## src/hw/flash_host_pkg.sv

```systemverilog
// shared constants and types for the flash erase/program host sequencer
// assumes a device-side register port with one write strobe per word
package flash_host_pkg;

  // own wishbone register map (byte offsets)
  localparam logic [7:0] REG_CTRL   = 8'h00; // bit0 start, bit1 erase
  localparam logic [7:0] REG_PAGE   = 8'h04; // table page pointer value
  localparam logic [7:0] REG_OFFSET = 8'h08; // in-page address
  localparam logic [7:0] REG_STATUS = 8'h0C; // busy, done, refused
  localparam logic [7:0] REG_BUF    = 8'h10; // push one 24-bit word

  // own register field positions
  localparam int CTRL_START_BIT = 0;
  localparam int CTRL_ERASE_BIT = 1;
  localparam int STAT_BUSY_BIT  = 0;
  localparam int STAT_DONE_BIT  = 1;
  localparam int STAT_REF_BIT   = 2;

  // device control word fields
  localparam int OPC_GO_BIT    = 15;
  localparam int OPC_WRITE_EN_BIT = 14;
  localparam int OPC_ERASE_BIT = 6;
  localparam logic [3:0] OPSEL_ERASE = 4'h2;
  localparam logic [3:0] OPSEL_ROW   = 4'h1;

  // unlock key values, in the order the device wants them
  localparam logic [7:0] KEY_FIRST  = 8'h55;
  localparam logic [7:0] KEY_SECOND = 8'hAA;

  // sizes and gaps
  localparam int ROW_WORDS  = 64;
  localparam int ROW_AW     = 6;
  localparam int NOP_CYCLES = 2;
  localparam int HOLD_SLOTS = 5;

  // reset values
  localparam logic [7:0]  PAGE_RST   = 8'h00;
  localparam logic [15:0] OFFSET_RST = 16'h0000;

  // which device register a write goes to
  typedef enum logic [2:0] {
    DSEL_CTRL, DSEL_KEY, DSEL_PAGE, DSEL_LATCH
  } dev_sel_t;

  // one write toward the device
  typedef struct packed {
    logic        valid;
    dev_sel_t    sel;
    logic [15:0] addr;
    logic [23:0] data;
  } dev_req_t;

  typedef enum logic [3:0] {
    ST_IDLE, ST_LOAD_RD, ST_LOAD_WR, ST_SETCTL, ST_PAGE, ST_OFFS,
    ST_KEY1, ST_KEY2, ST_GO, ST_NOP, ST_WAIT_HI, ST_WAIT_LO
  } seq_state_t;

  // whole state of the sequencer
  typedef struct packed {
    seq_state_t      st;
    logic [ROW_AW:0] cnt;
    logic [ROW_AW:0] fill;
    logic [1:0]      nop;
    logic            erase;
    logic            busy;
    logic            done;
    logic            refused;
    logic [7:0]      page;
    logic [15:0]     offs;
    logic            stall_m;
    logic            stall_s;
    logic            ack;
    logic [31:0]     rdat;
    logic            hold;
    dev_req_t        dev;
  } host_state_t;

endpackage

```

## src/hw/flash_host_seq.sv

```systemverilog
// host-side sequencer that erases a block or programs a row of flash
// assumes device registers take one write per dev_req.valid pulse and
// that dev_stall is an asynchronous pin high while the cycle runs
//
// Summary of operation
// RQ1 - one row streamed per program cycle
// RQ2 - erase covers an eight-row block
// RQ3 - erase: opcode 0010, erase set, write enable set
// RQ4 - software loads block address via page pointer
// RQ5 - key 55h then AAh before go
// RQ6 - go bit 15 set after unlock
// RQ7 - device stalls, go clears at end
// RQ8 - program: opcode 0001, erase clear, write enable set
// RQ9 - sixty-four instruction buffer filled before program
// RQ10 - software advances page pointer per row
// RQ11 - software copies eight rows into RAM first
// RQ12 - wait out the programming time
// RQ13 - two idle slots after go
// RQ14 - hold low-priority interrupts over five slots
// RQ15 - wrong key discards the unlock state
// RQ16 - go without write enable is ignored
//
// The Wishbone slave port and the register addresses were chosen for this implementation.
`timescale 1ns/1ps
`default_nettype none
module flash_host_seq (
  // clock and reset
  input  wire logic                     sys_clk,
  input  wire logic                     resetn,
  // classic wishbone slave
  input  wire logic                     wb_cyc_i,
  input  wire logic                     wb_stb_i,
  input  wire logic                     wb_we_i,
  input  wire logic [7:0]               wb_adr_i,
  input  wire logic [3:0]               wb_sel_i,
  input  wire logic [31:0]              wb_dat_i,
  output logic      [31:0]              wb_dat_o,
  output logic                          wb_ack_o,
  // device register port
  output flash_host_pkg::dev_req_t      dev_req,
  input  wire logic                     dev_stall,
  // interrupt hold toward the cpu core
  output logic                          interrupt_hold_instr
);

  // current and next state
  flash_host_pkg::host_state_t s_r;
  flash_host_pkg::host_state_t s_nxt;

  // buffer connections
  logic        buf_we;      // push from the bus
  logic [23:0] buf_rdata;   // registered word
  logic        wb_req;      // new bus cycle

  assign wb_req = wb_cyc_i && wb_stb_i && !s_r.ack;
  assign buf_we = wb_req && wb_we_i && wb_sel_i[0] && !s_r.busy
                  && (wb_adr_i == flash_host_pkg::REG_BUF)
                  && (s_r.fill < 7'(flash_host_pkg::ROW_WORDS));

  // one row of staged instructions, filled by software
  // it holds software's edited copy of the row; see RQ11
  flash_row_buffer u_buf (
    .sys_clk (sys_clk),
    .wr_en   (buf_we),
    .wr_addr (s_r.fill[5:0]),
    .wr_data (wb_dat_i[23:0]),
    .rd_addr (s_r.cnt[5:0]),
    .rd_data (buf_rdata)
  );

  // control word for the selected operation
  function automatic logic [15:0] op_word(input logic erase);
    logic [15:0] w;
    w = 16'h0000;
    w[flash_host_pkg::OPC_WRITE_EN_BIT] = 1'b1;  // see RQ16
    if (erase) begin
      w[3:0] = flash_host_pkg::OPSEL_ERASE;      // see RQ3
      w[flash_host_pkg::OPC_ERASE_BIT] = 1'b1;
    end else begin
      w[3:0] = flash_host_pkg::OPSEL_ROW;        // see RQ8
    end
    return w;
  endfunction

  // next-state logic: bus slave, synchroniser and sequencer
  always_comb begin
    logic start;
    start = 1'b0;
    s_nxt = s_r;
    s_nxt.dev.valid = 1'b0;
    // stall pin passes two flops before use
    s_nxt.stall_m = dev_stall;
    s_nxt.stall_s = s_r.stall_m;
    // ack one cycle after the request, dropped the cycle after
    s_nxt.ack = wb_req;
    if (wb_req) begin
      s_nxt.rdat = 32'h0000_0000;
      unique case (wb_adr_i)
        flash_host_pkg::REG_CTRL: begin
          s_nxt.rdat[flash_host_pkg::CTRL_ERASE_BIT] = s_r.erase;
          if (wb_we_i && wb_sel_i[0]) begin
            if (s_r.busy) begin
              // a second start while running is refused
              s_nxt.refused = s_r.refused
                | wb_dat_i[flash_host_pkg::CTRL_START_BIT];
            end else begin
              s_nxt.erase = wb_dat_i[flash_host_pkg::CTRL_ERASE_BIT];
              start = wb_dat_i[flash_host_pkg::CTRL_START_BIT];
            end
          end
        end
        flash_host_pkg::REG_PAGE: begin
          // software rewrites the page for each row; see RQ10
          s_nxt.rdat[7:0] = s_r.page;
          if (wb_we_i && wb_sel_i[0] && !s_r.busy) begin
            s_nxt.page = wb_dat_i[7:0];
          end
        end
        flash_host_pkg::REG_OFFSET: begin
          s_nxt.rdat[15:0] = s_r.offs;
          if (wb_we_i && !s_r.busy) begin
            if (wb_sel_i[0]) s_nxt.offs[7:0] = wb_dat_i[7:0];
            if (wb_sel_i[1]) s_nxt.offs[15:8] = wb_dat_i[15:8];
          end
        end
        flash_host_pkg::REG_STATUS: begin
          s_nxt.rdat[flash_host_pkg::STAT_BUSY_BIT] = s_r.busy;
          s_nxt.rdat[flash_host_pkg::STAT_DONE_BIT] = s_r.done;
          s_nxt.rdat[flash_host_pkg::STAT_REF_BIT]  = s_r.refused;
          s_nxt.rdat[14:8] = s_r.fill;
          // write one to clear done and refused
          if (wb_we_i && wb_sel_i[0]) begin
            if (wb_dat_i[flash_host_pkg::STAT_DONE_BIT])
              s_nxt.done = 1'b0;
            if (wb_dat_i[flash_host_pkg::STAT_REF_BIT])
              s_nxt.refused = 1'b0;
          end
        end
        flash_host_pkg::REG_BUF: begin
          s_nxt.rdat[6:0] = s_r.fill;
          if (buf_we) s_nxt.fill = s_r.fill + 7'd1;
        end
        default: begin
          // unmapped: acked, reads zero, writes dropped
        end
      endcase
    end

    // sequencer
    unique case (s_r.st)
      flash_host_pkg::ST_IDLE: begin
        if (start) begin
          s_nxt.busy = 1'b1;
          s_nxt.cnt  = '0;
          // erase skips the row stream; a row goes out whole
          if (s_nxt.erase) begin
            s_nxt.st = flash_host_pkg::ST_SETCTL;
          end else begin
            s_nxt.st = flash_host_pkg::ST_LOAD_RD;
          end
        end
      end
      flash_host_pkg::ST_LOAD_RD: begin
        // buffer read address is cnt; data valid next cycle
        s_nxt.st = flash_host_pkg::ST_LOAD_WR;
      end
      flash_host_pkg::ST_LOAD_WR: begin
        s_nxt.dev.valid = 1'b1;                  // see RQ9
        s_nxt.dev.sel   = flash_host_pkg::DSEL_LATCH;
        s_nxt.dev.addr  = s_r.offs + {9'h000, s_r.cnt[5:0], 1'b0};
        s_nxt.dev.data  = buf_rdata;
        s_nxt.cnt = s_r.cnt + 7'h01;
        // exactly one row, never more
        if (s_r.cnt == 7'(flash_host_pkg::ROW_WORDS - 1)) begin
          s_nxt.st = flash_host_pkg::ST_SETCTL;  // see RQ1
        end else begin
          s_nxt.st = flash_host_pkg::ST_LOAD_RD;
        end
      end
      flash_host_pkg::ST_SETCTL: begin
        s_nxt.dev.valid = 1'b1;
        s_nxt.dev.sel   = flash_host_pkg::DSEL_CTRL;
        s_nxt.dev.addr  = 16'h0000;
        s_nxt.dev.data  = {8'h00, op_word(s_r.erase)};
        s_nxt.st = flash_host_pkg::ST_PAGE;
      end
      flash_host_pkg::ST_PAGE: begin
        // block address of the target block
        s_nxt.dev.valid = 1'b1;                  // see RQ4
        s_nxt.dev.sel   = flash_host_pkg::DSEL_PAGE;
        s_nxt.dev.data  = {16'h0000, s_r.page};
        if (s_r.erase) begin
          s_nxt.st = flash_host_pkg::ST_OFFS;
        end else begin
          s_nxt.st = flash_host_pkg::ST_KEY1;
        end
      end
      flash_host_pkg::ST_OFFS: begin
        // a dummy latch write sets the erase base address
        s_nxt.dev.valid = 1'b1;                  // see RQ2
        s_nxt.dev.sel   = flash_host_pkg::DSEL_LATCH;
        s_nxt.dev.addr  = s_r.offs;
        s_nxt.dev.data  = 24'h000000;
        s_nxt.st = flash_host_pkg::ST_KEY1;
      end
      flash_host_pkg::ST_KEY1: begin
        // interrupts held from here through the idle slots
        s_nxt.hold = 1'b1;                       // see RQ14
        s_nxt.dev.valid = 1'b1;                  // see RQ5
        s_nxt.dev.sel   = flash_host_pkg::DSEL_KEY;
        s_nxt.dev.data  = {16'h0000, flash_host_pkg::KEY_FIRST};
        s_nxt.st = flash_host_pkg::ST_KEY2;
      end
      flash_host_pkg::ST_KEY2: begin
        // second key right behind the first, nothing between
        s_nxt.dev.valid = 1'b1;                  // see RQ15
        s_nxt.dev.sel   = flash_host_pkg::DSEL_KEY;
        s_nxt.dev.data  = {16'h0000, flash_host_pkg::KEY_SECOND};
        s_nxt.st = flash_host_pkg::ST_GO;
      end
      flash_host_pkg::ST_GO: begin
        s_nxt.dev.valid = 1'b1;                  // see RQ6
        s_nxt.dev.sel   = flash_host_pkg::DSEL_CTRL;
        s_nxt.dev.data  = {8'h00, op_word(s_r.erase)};
        s_nxt.dev.data[flash_host_pkg::OPC_GO_BIT] = 1'b1;
        s_nxt.nop = '0;
        s_nxt.st = flash_host_pkg::ST_NOP;
      end
      flash_host_pkg::ST_NOP: begin
        // two quiet slots after go
        s_nxt.nop = s_r.nop + 2'h1;              // see RQ13
        if (s_r.nop == 2'(flash_host_pkg::NOP_CYCLES - 1)) begin
          s_nxt.st = flash_host_pkg::ST_WAIT_HI;
        end
      end
      flash_host_pkg::ST_WAIT_HI: begin
        // hold covers two keys, go and both quiet slots, five in all;
        // dropping it a slot early would let an interrupt split them
        s_nxt.hold = 1'b0;                       // see RQ14
        // the stall must be seen before its end counts
        if (s_r.stall_s) begin                   // see RQ12
          s_nxt.st = flash_host_pkg::ST_WAIT_LO;
        end
      end
      flash_host_pkg::ST_WAIT_LO: begin
        if (!s_r.stall_s) begin                  // see RQ7
          s_nxt.busy = 1'b0;
          s_nxt.done = 1'b1;
          if (!s_r.erase) s_nxt.fill = '0;
          s_nxt.st = flash_host_pkg::ST_IDLE;
        end
      end
    endcase
  end

  // state register with synchronous reset
  always_ff @(posedge sys_clk) begin
    if (!resetn) begin
      s_r <= '{st: flash_host_pkg::ST_IDLE, cnt: '0, fill: '0, nop: '0,
               erase: 1'b0,
               busy: 1'b0, done: 1'b0, refused: 1'b0,
               page: flash_host_pkg::PAGE_RST,
               offs: flash_host_pkg::OFFSET_RST,
               stall_m: 1'b0, stall_s: 1'b0, ack: 1'b0,
               rdat: 32'h0000_0000, hold: 1'b0,
               dev: '{valid: 1'b0, sel: flash_host_pkg::DSEL_CTRL,
                      addr: 16'h0000, data: 24'h000000}};
    end else begin
      s_r <= s_nxt;
    end
  end

  // outputs straight from the state register
  assign wb_ack_o = s_r.ack;
  assign wb_dat_o = s_r.rdat;
  assign dev_req  = s_r.dev;
  assign interrupt_hold_instr = s_r.hold;

  // helper: latch writes since the sequencer left idle, kept for the assertions
  logic [7:0] latch_cnt_r;
  always_ff @(posedge sys_clk) begin
    if (!resetn || (s_r.st == flash_host_pkg::ST_IDLE)) begin
      latch_cnt_r <= 8'h00;
    end else if (dev_req.valid
                 && dev_req.sel == flash_host_pkg::DSEL_LATCH) begin
      latch_cnt_r <= latch_cnt_r + 8'h01;
    end
  end

  // helper decodes of the outgoing write
  logic k1_w, k2_w, go_w;
  assign k1_w = dev_req.valid && dev_req.sel == flash_host_pkg::DSEL_KEY
                && dev_req.data[7:0] == flash_host_pkg::KEY_FIRST;
  assign k2_w = dev_req.valid && dev_req.sel == flash_host_pkg::DSEL_KEY
                && dev_req.data[7:0] == flash_host_pkg::KEY_SECOND;
  assign go_w = dev_req.valid && dev_req.sel == flash_host_pkg::DSEL_CTRL
                && dev_req.data[flash_host_pkg::OPC_GO_BIT];
endmodule
`default_nettype wire

```

## src/hw/flash_row_buffer.sv

```systemverilog
// 64-word staging memory for one row of instructions
// assumes one writer and one reader on the same clock
`timescale 1ns/1ps
`default_nettype none
module flash_row_buffer (
  // clock
  input  wire logic        sys_clk,
  // write side
  input  wire logic        wr_en,
  input  wire logic [5:0]  wr_addr,
  input  wire logic [23:0] wr_data,
  // read side, data one cycle after the address
  input  wire logic [5:0]  rd_addr,
  output var  logic [23:0] rd_data
);

  // storage has no reset: contents are defined by the fill
  logic [23:0] mem [0:flash_host_pkg::ROW_WORDS-1];

  // synchronous write and registered read
  always_ff @(posedge sys_clk) begin
    if (wr_en) begin
      mem[wr_addr] <= wr_data;
    end
    rd_data <= mem[rd_addr];
  end

endmodule
`default_nettype wire

```

## config.mk

```make
export PLATFORM = sky130hd
export DESIGN_NAME = flash_host_seq
export DESIGN_NICKNAME = d
export VERILOG_FILES = /design/src/hw/flash_host_pkg.sv /design/src/hw/flash_host_seq.sv /design/src/hw/flash_row_buffer.sv
export SDC_FILE = /design/constraint.sdc
export NUM_CORES = 2
export LEC_CHECK = 0
export ABC_AREA = 1
export BUFFER_PORTS_ARGS = -buffer_cell sky130_fd_sc_hd__buf_2
export CAP_MARGIN = 20
export CORE_MARGIN = 2
export CORE_UTILIZATION = 55
export CTS_CLUSTER_SIZE = 28
export DETAILED_ROUTE_END_ITERATION = 8
export PLACE_DENSITY_LB_ADDON = 0.08
export SLEW_MARGIN = 20
export SYNTH_ARGS = -nofsm -noshare
export SYNTH_HDL_FRONTEND = slang
export SYNTH_HIERARCHICAL = 1
export SYNTH_SLANG_ARGS = --single-unit
```

## constraint.sdc

```tcl
create_clock -name sys_clk -period 6.43 [get_ports sys_clk]
set_clock_uncertainty 0.15 [all_clocks]
set_input_delay 0.3215 -clock sys_clk [delete_from_list [all_inputs] [get_ports sys_clk]]
set_output_delay 0.3215 -clock sys_clk [all_outputs]
set_load 0.005 [all_outputs]
```

==> flow_summary.json <==
{
  "cp_data_required_time_ns": 6.73,
  "multiInputGateArea_sq_mm": 0.01716,
  "clock_sinks": 1671,
  "power_frac_comb": 0.046,
  "power.share.switching": 0.2192,
  "clock_latency_ns": 0.80,
  "dr.pass1.iters": 6,
  "top_usage_layer": "met2",
  "synth_area_leaders": "edfxtp_1 (67%), nand2_1 (11%), nand3_1 (9.8%)",
  "cts_max_path_buffers": 3,
  "ys_async_sr_fraction": 0,
  "fillers": 9902,
  "grt_max_degree": 192,
  "min_period_ns": 4.519,
  "pwr-share-seq": 0.530,
  "cap_violations": 0,
  "gp_congestion": 0.8729,
  "synth_top_cell_by_area": "edfxtp_1",
  "worst_slack_ns": 1.911,
  "vias": 45840,
  "clockPowerShare": 0.425,
  "io_pins": 128,
  "die_y_um": 357.6,
  "drive_gt1_frac": 0.09383,
  "io_buffers": 100,
  "detail_route.wl_per_cell_um": 24.13,
  "worstHoldPathType": "input pin to register",
  "antenna_found_initial": 3,
  "ant_nets": 0,
  "timing.fmax_mhz": 221.3,
  "cts_made_buffers": 170,
  "cp_max_fo": 23,
  "die_x_um": 357.6,
  "routed_via_density": 5.842,
  "worst_slew_pin_slew_ns": 1.187,
  "synthCells": 6060,
  "cts_resized": 0,
  "syn_area_sq_mm": 0.06878,
  "groute.layer.met3.usage": 0.04468,
  "drv_slew": 0,
  "drt_iter0_drc": 5522,
  "arrival_ns": 4.82,
  "synth_edf_count": 1536,
  "clk_pin_slew_ns": 0.06,
  "finalSetupTns_ns": 0,
  "grt_use_met2": 0.4554,
  "grt_pass1_wl_mm": 278.0,
  "yosys_warnings": 6,
  "cts_tree": "done",
  "peakVddDrop_mv": 0.2837,
  "routed_wl_mm": 189.4,
  "power.internal_mw": 17.55,
  "die_area_sq_mm": 0.1279,
  "finalHoldViolCount": 0,
  "end_kind": "register",
  "dp_slack_ns": 2.306,
  "finalNetCount": 6126,
  "grt.total_usage": 0.2963,
  "dp_hpwl_mm": 97.86,
  "rows": 129,
  "min_period_over_period": 0.7028,
  "grt_util_met1": 0.4280,
  "avgSynthCellArea_sq_um": 11.35,
  "seqCellArea_sq_mm": 0.04884,
  "syn_to_final_growth_pct": 10.08,
  "start_util": 0.5549,
  "p_leak_nw": 27.31,
  "first_global_vias": 42820,
  "overflow": 0,
  "power_density_mw_per_mm2": 296.8,
  "cts_setup_buffers": 0,
  "ys_types": 55,
  "outcome": "complete, no violations",
  "r2r_slack_ns": 2.36,
  "synth_top_area_share": 0.6706,
  "fin_util": 0.6108,
  "setup_viol_count_final": 0,
  "rsz0062_at_grt": "no",
  "synth-seq-area-share": 0.7099,
  "cts_htree_levels": 4,
  "synth_top_flop_cell": "edfxtp_1",
  "worstSetupStartpointType": "input pin",
  "critPathKind": "input pin to register",
  "relSlewSlack": 0.2090,
  "synth_seq_cells": 1671,
  "cts_root_buffer": "clkbuf_16",
  "core_sq_mm": 0.1240,
  "drcViolationCount": 0,
  "p_sw_mw": 4.926
}
==> through the flow <==
stage	power [mW]	area (sq um)	hold slack (ns)	std cells
floorplan	12.76	68840	0.2405	6076
global placement	13.12	70090	0.2886	7505
detailed placement	13.14	70090	0.2807	7505
CTS	22.57	75690	0.06971	7840
global route	23.09	75700	0.1006	7840
finish	22.47	75710	0.06271	7847
==> state kept, by name, indices dropped and copies added, names as in the netlist <==
register,flops
wb_dat_o,16
dev_req,43
interrupt_hold_instr,1
s_r,49
s_nxt,1
u_buf/rd_data,24
u_buf/mem,1536
wb_ack_o,1
==> power by group through the flow <==
stage | Clock, mW | Sequential (mW) | Combinational [mW]
floorplan | 0 | 12.1 | 0.637
global placement | 0 | 12.1 | 0.987
detailed placement | 0 | 12.1 | 1.00
CTS | 9.65 | 11.9 | 1.02
global route | 10.1 | 11.9 | 1.12
finish | 9.55 | 11.9 | 1.02
==> what timing repair did <==
item                                    in CTS  in global routing
endpoints found under the setup margin       0                  0
hold endpoints to repair                    66                  0
hold buffers                                23                  0
==> routing by layer <==
| layer | wire, um | share of wire | vias to the layer above |
|---|---|---|---|
| li1 | - | - | 21100 |
| met4 | 7345 | 0.039 | 0 |
| met5 | 0 | 0 | - |
| met2 | 86890 | 0.46 | 2067 |
| met3 | 16500 | 0.087 | 310 |
| met1 | 78630 | 0.42 | 22360 |
==> layout make-up <==
cell class | instances | share of cell area
Clock inverter | 88 | 0.01028
Tap cell | 1637 | 0.02705
Sequential cell | 1671 | 0.6451
Multi-Input combinational cell | 3864 | 0.2266
Antenna cell | 7 | 0.0002314
Timing Repair Buffer | 255 | 0.02456
Inverter | 101 | 0.005536
Clock buffer | 224 | 0.06063
==> synth_stat cells (4+ instances only) <==
master and number:
a211oi_1 11, a21oi_1 92, a31oi_1 8, buf_1 27, buf_2 174, buf_4 110
buf_6 46, buf_8 4, clkbuf_1 77, dfxtp_1 135, edfxtp_1 1536, ha_1 12
inv_1 88, inv_2 8, inv_4 4, nand2_1 2105, nand2_2 4, nand3_1 1351
nand3_2 5, nand4_1 18, nor2_1 110, nor3_1 12, nor4_1 9, o21ai_0 66
==> worst max-delay path, stage by stage <==
cell and delay (ns):
dlygate4sd3_1 0.53, buf_2 0.11, nand2_1 0.05, dlygate4sd3_1 0.59
nor2_4 0.39, nand2_2 0.19, inv_2 0.13, nand3_1 0.17
inv_1 0.25, nand4_1 0.77, nor2_2 0.88, buf_4 0.43
==> path summary, 6_finish.rpt <==
check | startpoint | endpoint | depth (start not counted)
setup / recovery | wb_stb_i | u_buf/mem[59][12]$_DFFE_PP_ | 12
hold / removal | wb_dat_i[5] | u_buf/mem[19][5]$_DFFE_PP_ | 2
setup reg to reg | wb_ack_o$_SDFF_PN0_ | u_buf/mem[59][12]$_DFFE_PP_ | 8
hold reg to reg | s_nxt[78]$_SDFF_PN0_ | s_r[78]$_SDFF_PN0_ | 2
==> kinds of logic after synthesis <==
| family | after synthesis | synth area share |
|---|---|---|
| buffers and inverters | 541 | 0.04468 |
| adder cells (fa/ha/maj) | 13 | 0.002474 |
| other | 1 | 0.00005452 |
| AND/OR/NAND/NOR | 3635 | 0.2270 |
| flip-flops | 1671 | 0.7099 |
| AO/OA/AOI/OAI | 197 | 0.01568 |
| XOR/XNOR | 2 | 0.0002547 |
==> cell usage in the layout, fill, tap and decap left out, drive strengths merged, types with 11 or more instances in the layout <==
| cell | Yosys | routed |
|---|---|---|
| nand4 | 19 | 19 |
| ha | 12 | 12 |
| nor4 | 11 | 11 |
| a211oi | 11 | 11 |
| edfxtp | 1536 | 1536 |
| nor3 | 16 | 16 |
| o21ai | 72 | 72 |
| dlygate4sd3 | 0 | 23 |
| clkbuf | 79 | 224 |
| buf | 361 | 232 |
| dfxtp | 135 | 135 |
| conb | 1 | 17 |
| clkinv | 1 | 71 |
| inv | 100 | 106 |
| nor2 | 116 | 116 |
| nand2 | 2111 | 2111 |
| a21oi | 94 | 94 |
| nand3 | 1357 | 1357 |
(Power assumes the default switching activity.)
